[src/common/rtsc_pkg.sv]
// Package with constants for the reset and test-strap control block
package rtsc_pkg;

  // Clock rate and strap sampling delay
  localparam int unsigned CLK_PERIOD_PS   = 50000;   // 20 MHz clock period
  localparam int unsigned STRAP_DELAY_PS  = 1500000; // About 1.5 us after release
  // Longest time rounds down, at least one cycle
  localparam int unsigned STRAP_DELAY_CYC = (STRAP_DELAY_PS / CLK_PERIOD_PS) < 1 ? 1
                                          : (STRAP_DELAY_PS / CLK_PERIOD_PS);

  // Host-side quiet time before the first control bus access
  localparam int unsigned BUS_QUIET_MS    = 500;     // 500 ms after both high
  localparam int unsigned BUS_QUIET_CYC   = BUS_QUIET_MS * 20000;

  // Widths
  localparam int unsigned GP_PINS         = 20;      // Pins 19:00
  localparam int unsigned DLY_W           = 8;       // Strap delay counter width
  localparam int unsigned QUIET_W         = 24;      // Quiet counter width
  localparam int unsigned TMS_W           = 3;       // Test-mode select width
  localparam int unsigned TMS_STRAP_BIT   = 0;       // Strap feeds this bit

  // Reset values
  localparam logic [DLY_W-1:0]   DLY_RST   = 8'h00;
  localparam logic [QUIET_W-1:0] QUIET_RST = 24'h000000;
  localparam logic [TMS_W-1:0]   TMS_RST   = 3'h0;

  // Sequencer states
  typedef enum logic [1:0] {
    RTSC_HOLD   = 2'b00,  // Reset held, outputs parked
    RTSC_STRAP  = 2'b01,  // Waiting to sample the strap
    RTSC_CONFIG = 2'b10,  // Self-configuration, bus quiet time
    RTSC_RUN    = 2'b11   // Normal operation
  } rtsc_state_t;

endpackage : rtsc_pkg

[src/rtl/rtsc_rst_sync.sv]
// Reset synchroniser: asynchronous assert, clocked release
`timescale 1ns/1ps
module rtsc_rst_sync (
  // Clock and raw reset
  input  wire logic clk,
  input  wire logic arst,
  // Synchronised reset
  output logic      srst
);
  logic meta_q;  // First stage, read only by the second
  logic sync_q;  // Second stage

  // Two-stage release synchroniser
  always_ff @(posedge clk or posedge arst) begin
    if (arst) begin
      meta_q <= 1'b1;
      sync_q <= 1'b1;
    end else begin
      meta_q <= 1'b0;
      sync_q <= meta_q;
    end
  end

  assign srst = sync_q;
endmodule : rtsc_rst_sync

[src/rtl/rtsc_top.sv]
// Reset and test-strap sequencer for the display controller
`timescale 1ns/1ps
module rtsc_top
  import rtsc_pkg::*;
#(
  parameter int unsigned QUIET_CYCLES = BUS_QUIET_CYC  // Shorten in simulation
) (
  // Clock and reset
  input  wire logic                 CLK,
  input  wire logic                 RST,
  // Host control inputs
  input  wire logic                 POWER_ON_RESET_N,
  input  wire logic                 FAST_MIRROR_PARK_N,
  // Test point zero, three-signal pin
  input  wire logic                 TEST_POINT_ZERO_I,
  output logic                      TEST_POINT_ZERO_O,
  output logic                      TEST_POINT_ZERO_OE_N,
  // Functional values from the core
  input  wire logic                 CORE_FLASH_CLOCK,
  input  wire logic                 CORE_FLASH_DATA_OUT,
  input  wire logic                 CORE_FLASH_SELECT_0_N,
  input  wire logic                 CORE_FLASH_SELECT_1_N,
  input  wire logic [GP_PINS-1:0]   CORE_GP_OUT,
  input  wire logic [GP_PINS-1:0]   CORE_GP_DIR_OUT,
  input  wire logic                 CORE_LIGHT_SELECT_0,
  input  wire logic                 CORE_LIGHT_SELECT_1,
  input  wire logic                 CORE_MIRROR_ENABLE,
  input  wire logic                 CORE_TEST_OUT,
  // Flash port pins
  output logic                      FLASH_PORT_CLOCK,
  output logic                      FLASH_PORT_CLOCK_OE_N,
  output logic                      FLASH_PORT_DATA_OUT,
  output logic                      FLASH_PORT_DATA_OUT_OE_N,
  output logic                      FLASH_PORT_SELECT_0_N,
  output logic                      FLASH_PORT_SELECT_0_N_OE_N,
  output logic                      FLASH_PORT_SELECT_1_N,
  output logic                      FLASH_PORT_SELECT_1_N_OE_N,
  // General purpose pins
  output logic [GP_PINS-1:0]        GP_OUT,
  output logic [GP_PINS-1:0]        GP_OE_N,
  // Forced-low outputs
  output logic                      LIGHT_SOURCE_SELECT_0,
  output logic                      LIGHT_SOURCE_SELECT_1,
  output logic                      MIRROR_ARRAY_ENABLE_RESET_N,
  // Status to the core
  output logic [TMS_W-1:0]          TEST_MODE_SELECT,
  output logic                      CONFIG_START,
  output logic                      CORE_ACTIVE,
  output logic                      BUS_READY
);

  // Combined reset: board reset or the device power-on reset pin
  wire logic arst = RST | ~POWER_ON_RESET_N;
  logic      srst;  // Synchronised reset, released cleanly

  // Release synchroniser; asserting stays asynchronous
  // Two flops, so that a release close to an edge cannot split the state registers
  rtsc_rst_sync u_sync (
    .clk  (CLK),
    .arst (arst),
    .srst (srst)
  );

  // Counters and flags of the sequencer, all cleared by the synchronised reset
  rtsc_state_t        state_q, state_d;   // Sequencer state
  logic [DLY_W-1:0]   dly_q, dly_d;       // Strap delay counter
  logic [QUIET_W-1:0] quiet_q, quiet_d;   // Bus quiet counter
  logic [TMS_W-1:0]   tms_q, tms_d;       // Test-mode select
  logic               start_q, start_d;   // Self-config start pulse
  logic               drive_q;            // Pins leave high impedance
  logic               strap_done_q;       // Test point becomes an output

  // Decode of sequencer conditions
  wire logic in_hold    = (state_q == RTSC_HOLD);
  wire logic dly_end    = (dly_q == DLY_W'(STRAP_DELAY_CYC - 1));
  wire logic quiet_end  = (quiet_q == QUIET_W'(QUIET_CYCLES - 1));
  wire logic park_ok    = FAST_MIRROR_PARK_N;
  // One term drives both the strap sample and the pin hand-over,
  // so the test point can never turn into an output before it was read
  wire logic strap_take = (state_q == RTSC_STRAP) & dly_end;

  // Next-state logic of the sequencer
  always_comb begin
    state_d = state_q;
    dly_d   = dly_q;
    quiet_d = quiet_q;
    tms_d   = tms_q;
    start_d = 1'b0;
    unique case (state_q)
      RTSC_HOLD: begin
        // First clean cycle after release is the rising edge
        state_d = RTSC_STRAP;
        start_d = 1'b1;
        dly_d   = DLY_RST;
      end
      RTSC_STRAP: begin
        // Counter runs from zero, so the last count is one below the delay
        dly_d = dly_q + DLY_W'(1);
        if (dly_end) begin
          // Only bit zero comes from this strap
          tms_d[TMS_STRAP_BIT] = TEST_POINT_ZERO_I;
          state_d              = RTSC_CONFIG;
          quiet_d              = QUIET_RST;
        end
      end
      RTSC_CONFIG: begin
        // Quiet time counts only while park is released
        // A park pulse restarts the count rather than pausing it, so the host
        // always gets a full quiet time after the last park request
        if (!park_ok) begin
          quiet_d = QUIET_RST;
        end else if (quiet_end) begin
          state_d = RTSC_RUN;
        end else begin
          quiet_d = quiet_q + QUIET_W'(1);
        end
      end
      RTSC_RUN: begin
        // Only a reset leaves normal operation
        state_d = RTSC_RUN;
      end
    endcase
  end

  // Sequencer registers; constants only under reset
  always_ff @(posedge CLK or posedge srst) begin
    if (srst) begin
      state_q <= RTSC_HOLD;
      dly_q   <= DLY_RST;
      quiet_q <= QUIET_RST;
      tms_q   <= TMS_RST;
      start_q <= 1'b0;
    end else begin
      state_q <= state_d;
      dly_q   <= dly_d;
      quiet_q <= quiet_d;
      tms_q   <= tms_d;
      start_q <= start_d;
    end
  end

  // Pin drive enables; cleared the instant reset asserts
  // Pins wake one cycle after the state leaves hold, as the output flops add a stage
  always_ff @(posedge CLK or posedge srst) begin
    if (srst) begin
      drive_q      <= 1'b0;
      strap_done_q <= 1'b0;
    end else begin
      drive_q      <= 1'b1;
      // Once set, the test point stays an output until the next reset
      strap_done_q <= strap_done_q | strap_take;
    end
  end

  // Every output is registered; the raw reset clears them at once
  // The raw reset is used here rather than the synchronised one, so the pins float
  // even before any clock runs; the cost is a reset load on every pin flop
  always_ff @(posedge CLK or posedge arst) begin
    if (arst) begin
      // Flash port floats; selects rest at their inactive level
      FLASH_PORT_CLOCK            <= 1'b0;
      FLASH_PORT_CLOCK_OE_N       <= 1'b1;
      FLASH_PORT_DATA_OUT         <= 1'b0;
      FLASH_PORT_DATA_OUT_OE_N    <= 1'b1;
      FLASH_PORT_SELECT_0_N       <= 1'b1;
      FLASH_PORT_SELECT_0_N_OE_N  <= 1'b1;
      FLASH_PORT_SELECT_1_N       <= 1'b1;
      FLASH_PORT_SELECT_1_N_OE_N  <= 1'b1;
      // General pins float; board pulls set their level
      GP_OUT                      <= {GP_PINS{1'b0}};
      GP_OE_N                     <= {GP_PINS{1'b1}};
      // Light selects and mirror enable are driven low, not floated
      LIGHT_SOURCE_SELECT_0       <= 1'b0;
      LIGHT_SOURCE_SELECT_1       <= 1'b0;
      MIRROR_ARRAY_ENABLE_RESET_N <= 1'b0;
      // Test point floats so the strap level can settle
      TEST_POINT_ZERO_O           <= 1'b0;
      TEST_POINT_ZERO_OE_N        <= 1'b1;
      // Status back to idle
      TEST_MODE_SELECT            <= TMS_RST;
      CONFIG_START                <= 1'b0;
      CORE_ACTIVE                 <= 1'b0;
      BUS_READY                   <= 1'b0;
    end else begin
      // Flash port follows the core once the release has gone through
      FLASH_PORT_CLOCK            <= drive_q & CORE_FLASH_CLOCK;
      FLASH_PORT_CLOCK_OE_N       <= ~drive_q;
      FLASH_PORT_DATA_OUT         <= drive_q & CORE_FLASH_DATA_OUT;
      FLASH_PORT_DATA_OUT_OE_N    <= ~drive_q;
      FLASH_PORT_SELECT_0_N       <= ~drive_q | CORE_FLASH_SELECT_0_N;
      FLASH_PORT_SELECT_0_N_OE_N  <= ~drive_q;
      FLASH_PORT_SELECT_1_N       <= ~drive_q | CORE_FLASH_SELECT_1_N;
      FLASH_PORT_SELECT_1_N_OE_N  <= ~drive_q;
      // Core may turn unused general pins into outputs
      GP_OUT                      <= {GP_PINS{drive_q}} & CORE_GP_OUT;
      GP_OE_N                     <= ~({GP_PINS{drive_q}} & CORE_GP_DIR_OUT);
      // Forced-low outputs follow the core only after release
      LIGHT_SOURCE_SELECT_0       <= drive_q & CORE_LIGHT_SELECT_0;
      LIGHT_SOURCE_SELECT_1       <= drive_q & CORE_LIGHT_SELECT_1;
      MIRROR_ARRAY_ENABLE_RESET_N <= drive_q & CORE_MIRROR_ENABLE;
      // Driven only once the strap has been taken
      TEST_POINT_ZERO_O           <= strap_done_q & CORE_TEST_OUT;
      TEST_POINT_ZERO_OE_N        <= ~strap_done_q;
      // Status to the core
      TEST_MODE_SELECT            <= tms_q;
      CONFIG_START                <= start_q;
      CORE_ACTIVE                 <= ~in_hold;
      BUS_READY                   <= (state_q == RTSC_RUN);
    end
  end

endmodule : rtsc_top

[config.mk]
export PLATFORM = sky130hd
export DESIGN_NAME = rtsc_top
export DESIGN_NICKNAME = d
export VERILOG_FILES = /design/src/common/rtsc_pkg.sv /design/src/rtl/rtsc_rst_sync.sv /design/src/rtl/rtsc_top.sv
export SDC_FILE = /design/constraint.sdc
export NUM_CORES = 1
export LEC_CHECK = 0
export BUFFER_PORTS_ARGS = -buffer_cell sky130_fd_sc_hd__buf_4
export CAP_MARGIN = 20
export CORE_MARGIN = 1
export CORE_UTILIZATION = 46
export CTS_CLUSTER_SIZE = 14
export DETAILED_ROUTE_END_ITERATION = 8
export PLACE_DENSITY = 0.83
export SYNTH_ARGS = -nofsm -noshare
export SYNTH_HDL_FRONTEND = slang
export SYNTH_SLANG_ARGS = --single-unit
[constraint.sdc]
create_clock -name CLK -period 4.45 [get_ports CLK]
set_input_delay 0.89 -clock CLK [delete_from_list [all_inputs] [get_ports CLK]]
set_output_delay 0.89 -clock CLK [all_outputs]
set_load 0.01 [all_outputs]
After elaboration in Yosys (flattened, before gate mapping)

Cells that the tools add are included.

Register bits: 94
Input port bits: 53
Output and inout bits: 59

$add $sub $neg: 2
Equal/unequal tests: 9
Multiplexer cells: 10
Bitwise logic cells: 18
Reduce and logical (&&, ||, !) cells: 6

Operators by type and width:

| kind                                                                  | number |
|---|---|
| 24-bit 2-to-1 mux                                                     | 3 |
| 24-bit one-hot mux with 2 select lines                                | 1 |
| 20-bit AND                                                            | 2 |
| 24-bit by 1-bit adder with 24-bit output, second input constant       | 1 |
| 24-bit equality test, second input constant                           | 1 |
| 20-bit inverter                                                       | 1 |
| 8-bit one-hot mux with 2 select lines                                 | 1 |
| 8-bit by 1-bit adder with 8-bit output, second input constant         | 1 |
| 8-bit by 5-bit equality test with 1-bit output, second input constant | 1 |
| 2-bit one-hot mux with 4 select lines                                 | 1 |
| 1-bit AND                                                             | 7 |
| 2-bit 2-to-1 mux                                                      | 3 |
| 2-bit != test, second input constant                                  | 3 |
| 3-bit AND reduction                                                   | 2 |
| 2-bit equality test, second input constant                            | 2 |
| 1-bit inverter                                                        | 4 |
| 1-bit bitwise OR                                                      | 4 |
| 2-bit nonzero test                                                    | 2 |
| 3-bit != test, second input constant                                  | 1 |
| 2-bit by 1-bit equality test with 1-bit output, second input constant | 1 |
| 2-bit logical NOT                                                     | 1 |
| 2-bit AND reduction                                                   | 1 |
| 1-bit 2-to-1 mux                                                      | 1 |

Depth between registers and ports, before layout

Gate-level depths: netlist of the first run.

Word-level depth: 4
Mapped depth: 8

Cells and area by module

Synthesis of the first run repeated with hierarchy kept, for this count alone.

Cell total of the unflattened synthesis: 332
Area, all modules: 3852.4 µm²

By module, submodules not included:

| module        | instances | cells an instance | area each (µm²) | seq. area each (µm²) |
|---|---|---|---|---|
| rtsc_top      | 1         | 328               | 3792.4          | 2332.2 |
| rtsc_rst_sync | 1         | 4                 | 60.1            | 52.6 |

Least setup slack after synthesis of the first run

No wires, ideal clock.

Kind: in2reg
From: input port FAST_MIRROR_PARK_N
To: register quiet_q[12]
Library setup time: 0.124 ns
Data arrival time: 2.107 ns
Required time: 4.326 ns
Path slack: 2.219 ns
Stages on the path: 7
Path buffers: 1
Cells stage by stage: nor4b_1 -> nand3_1 -> nor4_2 -> o21ai_2 -> inv_4 -> buf_8 -> a211o_1

Cells in the longest elaborated chain, start to end: 2
Elaborated cells between the ends (all ways): 4
Classes of those cells: 1 x eq/ne; 2 x mux; 1 x reduce/logical

Ends and longest elaborated chain:

| item                                                                                    | line            | source |
|---|---|---|
| start: declaration                                                                      | rtsc_top.sv:13  | `input wire logic FAST_MIRROR_PARK_N,` |
| 3-bit != test (no line) or 24-bit 2-to-1 mux (tied branches)                            | -               |  |
| 3-bit AND reduction (no line) or 24-bit one-hot mux with 2 select lines (tied branches) | -               |  |
| end signal: assignment                                                                  | rtsc_top.sv:136 | `quiet_q <= quiet_d;` |
| end: declaration                                                                        | rtsc_top.sv:67  | `logic [QUIET_W-1:0] quiet_q, quiet_d;` |

Parallel ways exist; a longest one is shown, timed or not.
A chain may end at the register's enable or synchronous reset.

Worst setup path after layout of the first run

From: register quiet_q[0]
To: register quiet_q[2]

Cells in the longest elaborated chain, start to end: 4
Elaborated cells between the ends (all ways): 7
Classes of those cells: 1 x add/sub; 2 x eq/ne; 3 x mux; 1 x reduce/logical

Ends and longest elaborated chain:

| item                                     | line            | source |
|---|---|---|
| 24-bit by 1-bit adder with 24-bit output | rtsc_top.sv:115 | `quiet_d = quiet_q + QUIET_W'(1);` |
| 24-bit 2-to-1 mux                        | rtsc_top.sv:112 | `end else if (quiet_end) begin` |
| 24-bit 2-to-1 mux                        | rtsc_top.sv:110 | `if (!park_ok) begin` |
| 24-bit one-hot mux with 2 select lines   | rtsc_top.sv:89  | `unique case (state_q)` |

Parallel ways exist; a longest one is shown, timed or not. The select of a mux whose other input is x is not followed.

==> results_dict.tcl, run 1 <==
set metrics [dict create \
    cts_tree "yes" \
    worst-endpoint-arrival_ns 2.61 \
    cts_inserted_buffers 9 \
    drt.antenna.violating_nets 0 \
    r2r_slack_ns 2.08 \
    routabilityCongestion 0.821 \
    drv_slew 0 \
    rsz0062_at_grt "no" \
    p_leak_nw 2.42 \
    ios 112 \
    viasPerCell 5.30 \
    grt_pass1_vias 2729 \
    cts-root-buf "clkbuf_8" \
    setup.worst_path.end "quiet_q[2]" \
    cts_hold_buf 0 \
    synth_ff_type "dfrtp_1" \
    numClockSinks 94 \
    clk_path_buf_depth 2 \
    worst_pin_slew_ns 0.741 \
    antenna_cells 0 \
    ctsResizeCount 0 \
    drc 0 \
    max_cap_violations 0 \
    yosys.area.top_type "dfrtp_1" \
    setup.worst_path.end_class "flip-flop" \
    drtPass1Iterations 4 \
    synth_area_um2 3880 \
    fmax_mhz 423 \
    clk_pin_slew_ns 0.09 \
    cp.required_ns 4.70 \
    slew_headroom 0.505 \
    r2r_end "quiet_q[2]" \
    synth_cells 327 \
    place_hpwl_um 5970 \
    post-route-util 0.608 \
    layout_common_cells "buf_4 (111), dfrtp_1 (68), nand2_1 (38)" \
    hold_viol_final 0 \
    antenna_found_initial 0 \
    start_util 0.474 \
    grt_max_degree 39 \
    layout.nets 491 \
    rows 33 \
    die_x_um 93.8 \
    synth-seq-cells 94 \
    area_growth_pct 28.1 \
    vias 2890 \
    min_period_ns 2.37 \
    clk_latency_ns 0.36 \
    synth_area_per_cell_um2 11.9 \
    ys_seq_area_frac 0.615 \
    critPathMaxFanout 11 \
    yosysWarnings 0 \
    rr_startpoint "quiet_q[0]" \
    synthArstFlopShare 1.00 \
    cp-startpoint "quiet_q[0]" \
    htree_levels 3 \
    critical_path_class "reg2reg" \
    hold_slack_ns 0.357 \
    synth_area_leaders "dfrtp_1 (44%), dfstp_2 (18%), and2_1 (4.4%), nand2_1 (3.7%), a211o_1 (2.0%)" \
    grt_first_pass_wirelength_um 13600 \
    setup_tns_ns 0 \
    yosys.cell_types.count 55 \
    final_common_cell "buf_4" \
    post_cts.repair.setup_buffers 0 \
    drive_gt1_frac 0.389 \
    wire_per_inst_um 15.4 \
    regArea_um2 2380 \
    fill_cells 644 \
    min_path_type "reg2reg" \
    fp.dieH_um 93.8 \
    p_total_mw 1.63 \
    grt_util_all_layers 0.204 \
    clock_skew_ns 0.00847 \
    ir_drop_uv 195 \
    cp-start-kind "flip-flop" \
    fin_crit_sh 0.532 \
    wl_um 8370 \
    status "finished, final reports clean" \
    io_buffers 109 \
    r2r_cells 6 \
    synth_top_area_share 0.439 \
    power_density_nw_per_um2 327 \
    multi_input_area_um2 1360 \
    setup_viol 0 \
    dieArea_um2 8800 \
    overflow 0 \
    core_area_um2 8180 \
    drt-initial-drc-count 94 \
    synth_edf_count 0 \
]
==> cell families (layout without fill, tap and decap cells) <==
logic type | count (synthesis) | in the layout | share of synthesized area
DFF | 94 | 94 | 0.615
other | 2 | 4 | 0.00194
adders and majority gates | 3 | 3 | 0.00968
and+or+nand+nor | 153 | 153 | 0.224
xor gates and xnor gates | 7 | 7 | 0.0158
buffers and inverters | 24 | 135 | 0.0381
AOI/OAI and AO/OA | 40 | 40 | 0.0843
muxes | 4 | 4 | 0.0110
==> final cells by class <==
class,count,area share
sequential,94,0.480
multi-input combinational,211,0.274
timing repair buffer,112,0.173
tap,105,0.0264
clock buffer,9,0.0249
clock inverter,7,0.0159
inverter,7,0.00579
==> registers in the layout, indices dropped and copies added (netlist names), 2 cells and up <==
signal,flops
GP_OE_N,20
GP_OUT,20
dly_q,8
quiet_q,24
state_q,2
==> worst min-delay path by stage <==
| stage | startpoint | endpoint | cells after the start |
|---|---|---|---|
| after floorplan | start_q | CONFIG_START | 0 |
| after global placement | start_q | CONFIG_START | 0 |
| after detailed placement | start_q | CONFIG_START | 0 |
| after CTS | start_q | CONFIG_START | 0 |
| after global routing | u_sync.meta_q | u_sync.srst | 0 |
| final | start_q | CONFIG_START | 0 |
==> per-layer routing <==
layer | vias up | global-route usage | part of all wire
met5 | - | 0 | 0
li1 | 1352 | - | -
met2 | 112 | 0.332 | 0.48
met3 | 15 | 0.0421 | 0.073
met1 | 1411 | 0.261 | 0.43
met4 | 0 | 0.0923 | 0.016
==> worst max-delay path, stage by stage (launching register included) <==
cell and delay [ns]:
dfrtp_1 0.44, ha_1 0.26, nand3_2 0.14, or2_4 0.31, o41ai_4 0.69, nor3b_1 0.13, a211o_1 0.29
==> power by group <==
part	total, mW	internal [mW]	leakage (nW)	switching, mW
combinational	0.142	0.0760	1.17	0.0655
sequential	0.905	0.890	1.15	0.0151
clock	0.579	0.268	0.100	0.311
total	1.63	1.23	2.42	0.392
==> cells in the mapped netlist (all sizes together) (2+ instances only) <==
| master | n |
|---|---|
| dfrtp | 68 |
| nand2 | 38 |
| and2 | 28 |
| dfstp | 26 |
| and3 | 13 |
| nand3 | 13 |
| nor2 | 13 |
| nor3 | 12 |
| buf | 10 |
| a211o | 9 |
| nand4 | 9 |
| a21oi | 7 |
| clkbuf | 7 |
| inv | 7 |
| o21ai | 6 |
| xor2 | 6 |
| nand2b | 5 |
| a221o | 4 |
| a31oi | 4 |
| a22o | 3 |
| and4 | 3 |
| ha | 3 |
| nor3b | 3 |
| nor4 | 3 |
| or3 | 3 |
| conb | 2 |
| mux2 | 2 |
| mux2i | 2 |
| nand4b | 2 |
| nor2b | 2 |
| nor4b | 2 |
| or2 | 2 |
==> stage by stage <==
| step | worst slack [ns] | cells | area, um^2 |
|---|---|---|---|
| after detailed placement | 1.87 | 529 | 4760 |
| after global placement | 1.88 | 528 | 4740 |
| after global routing | 1.91 | 545 | 4970 |
| after CTS | 2.10 | 545 | 4970 |
| final | 2.08 | 545 | 4970 |
| after floorplan | 0.231 | 329 | 3880 |
Power figures use the tool's default switching activity.
==> run 2, diff against run 1 <==
--- a/config.mk
+++ b/config.mk
@@ -8,10 +8,10 @@
 export BUFFER_PORTS_ARGS = -buffer_cell sky130_fd_sc_hd__buf_4
 export CAP_MARGIN = 20
 export CORE_MARGIN = 1
-export CORE_UTILIZATION = 46
+export CORE_UTILIZATION = 51
 export CTS_CLUSTER_SIZE = 14
 export DETAILED_ROUTE_END_ITERATION = 8
-export PLACE_DENSITY = 0.83
+export PLACE_DENSITY = 0.87
 export SYNTH_ARGS = -nofsm -noshare
 export SYNTH_HDL_FRONTEND = slang
 export SYNTH_SLANG_ARGS = --single-unit
==> constraint.sdc (replaced) <==
create_clock -name CLK -period 2.33 [get_ports CLK]
set_input_delay 0.466 -clock CLK [delete_from_list [all_inputs] [get_ports CLK]]
set_output_delay 0.466 -clock CLK [all_outputs]
set_load 0.01 [all_outputs]
==> results_dict.tcl, run 2 (synthesis gave the netlist of run 1 again) <==
set metrics [dict create \
    setup.worst_path.end_class "flip-flop" \
    cts_inserted_buffers 9 \
    die_x_um 89.2 \
    min_path_type "in2reg" \
    drc 0 \
    critical_path_class "reg2reg" \
    ctsResizeCount 0 \
    cp.required_ns 2.58 \
    status "finished, final reports clean" \
    antenna_found_initial 0 \
    fill_cells 524 \
    htree_levels 3 \
    clock_skew_ns 0.0111 \
    drt-initial-drc-count 183 \
    layout_common_cells "buf_4 (116), dfrtp_1 (68), nand2_1 (38)" \
    critPathMaxFanout 5 \
    regArea_um2 2380 \
    drt.antenna.violating_nets 0 \
    routabilityCongestion 0.913 \
    placed_cells 527 \
    cts_hold_buf 0 \
    rsz0062_at_grt "no" \
    dieArea_um2 7950 \
    area_growth_pct 27.7 \
    rows 31 \
    drv_slew 0 \
    largest_reg_flops 24 \
    min-delay-start "CORE_GP_DIR_OUT[17]" \
    layout.nets 495 \
    grt_max_degree 57 \
    ir_drop_uv 357 \
    crit_slowest_cell "o41ai_4" \
    io_buffers 109 \
    vias 2916 \
    min_to "GP_OE_N[17]" \
    r2r_end "quiet_q[12]" \
    multi_input_area_um2 1360 \
    post-route-util 0.679 \
    hold_viol_final 0 \
    cts_tree "yes" \
    cp-start-kind "flip-flop" \
    top_register "quiet_q" \
    ios 112 \
    clk_latency_ns 0.36 \
    start_util 0.532 \
    crit_chain "ha_1 > nand3_2 > or2_4 > o41ai_4 > buf_4 > nor3_1 > a211o_1" \
    fp.dieH_um 89.2 \
    worst_pin_slew_ns 0.844 \
    cts-root-buf "clkbuf_8" \
    clk_path_buf_depth 2 \
    min_period_ns 2.20 \
    drive_gt1_frac 0.394 \
    post_cts.repair.setup_buffers 0 \
    worst-endpoint-arrival_ns 2.45 \
    grt_pass1_vias 2655 \
    setup_tns_ns 0 \
    final_common_cell "buf_4" \
    top_regs "quiet_q: 24 flops, GP_OE_N: 20 flops, GP_OUT: 20 flops" \
    hold_path_depth 2 \
    max_cap_violations 0 \
    wl_um 8510 \
    overflow 0 \
    final_cells 543 \
    viasPerCell 5.37 \
    r2r_slack_ns 0.13 \
    antenna_cells 0 \
    wire_per_inst_um 15.7 \
    max_stage_delay_ns 0.44 \
    setup_viol 0 \
    numClockSinks 94 \
    place_hpwl_um 6130 \
    grt_first_pass_wirelength_um 13100 \
    drtPass1Iterations 4 \
    slew_headroom 0.437 \
    p_leak_nw 2.43 \
    r2r_cells 7 \
    fin_crit_sh 0.945 \
    clk_pin_slew_ns 0.09 \
    grt_util_all_layers 0.225 \
    core_area_um2 7290 \
    rr_startpoint "quiet_q[0]" \
    power_density_nw_per_um2 604 \
    fmax_mhz 454 \
]
-- run 2: cell types whose count changed in the layout (fill, tap and decap cells not counted) --
cell / before / now
clkinv_2: 0 / 1
clkinvlp_4: 1 / 0
clkbuf_8: 9 / 10
inv_6: 3 / 2
inv_8: 1 / 0
buf_4: 111 / 116
clkinv_4: 0 / 2
bufinv_16: 1 / 0
buf_16: 1 / 0
-- run 2: how the worst max path moves through the flow --
stage	from	endpoint	slack, ns	cells past startpoint
6_report	quiet_q[0]	quiet_q[12]	0.13	7
5_1_grt	quiet_q[0]	quiet_q[12]	0.05	7
4_1_cts	quiet_q[0]	quiet_q[12]	0.14	7
3_5_place_dp	quiet_q[0]	quiet_q[12]	0.17	7
3_3_place_gp	quiet_q[0]	quiet_q[16]	0.23	7
2_1_floorplan	POWER_ON_RESET_N	BUS_READY	0.02	1
-- run 2: where the power goes --
group / leakage [nW] / switching [mW] / internal [mW]
logic: 1.18 / 0.124 / 0.144
registers: 1.15 / 0.0288 / 1.70
clock network: 0.0947 / 0.569 / 0.423
-- run 2: layout make-up --
cell class                      count  share of cell area
Multi-Input combinational cell    211               0.275
Clock buffer                       10              0.0278
Tap cell                           99              0.0250
Inverter                            7             0.00582
Sequential cell                    94               0.482
Timing Repair Buffer              116               0.176
Clock inverter                      6             0.00885
-- run 2: critical path, delay by kind of cell (launching register included) --
family                   cells  cell delay [ns]
adder cells (fa/ha/maj)      1             0.25
AND/OR/NAND/NOR              3             0.48
flip-flops                   1             0.43
AO/OA/AOI/OAI                2             0.72
buffers and inverters        1             0.21
-- run 2: metal layers --
| layer | vias to the layer above | track usage | wire (um) |
|---|---|---|---|
| li1 | 1353 | - | - |
| met1 | 1432 | 0.264 | 3390 |
| met2 | 115 | 0.396 | 4270 |
| met3 | 16 | 0.0591 | 664 |
| met4 | 0 | 0.0823 | 187 |
| met5 | - | 0 | 0 |
-- run 2: through the flow --
step / setup WS (ns) / hold slack [ns] / power (mW) / area (um^2)
final: 0.129 / 0.225 / 2.99 / 4950
after global routing: 0.0472 / 0.204 / 3.11 / 4950
after CTS: 0.141 / 0.206 / 3.02 / 4950
after detailed placement: 0.172 / 0.339 / 2.03 / 4770
after global placement: 0.235 / 0.333 / 2.02 / 4770
after floorplan: 0.0171 / 0.331 / 1.87 / 3890
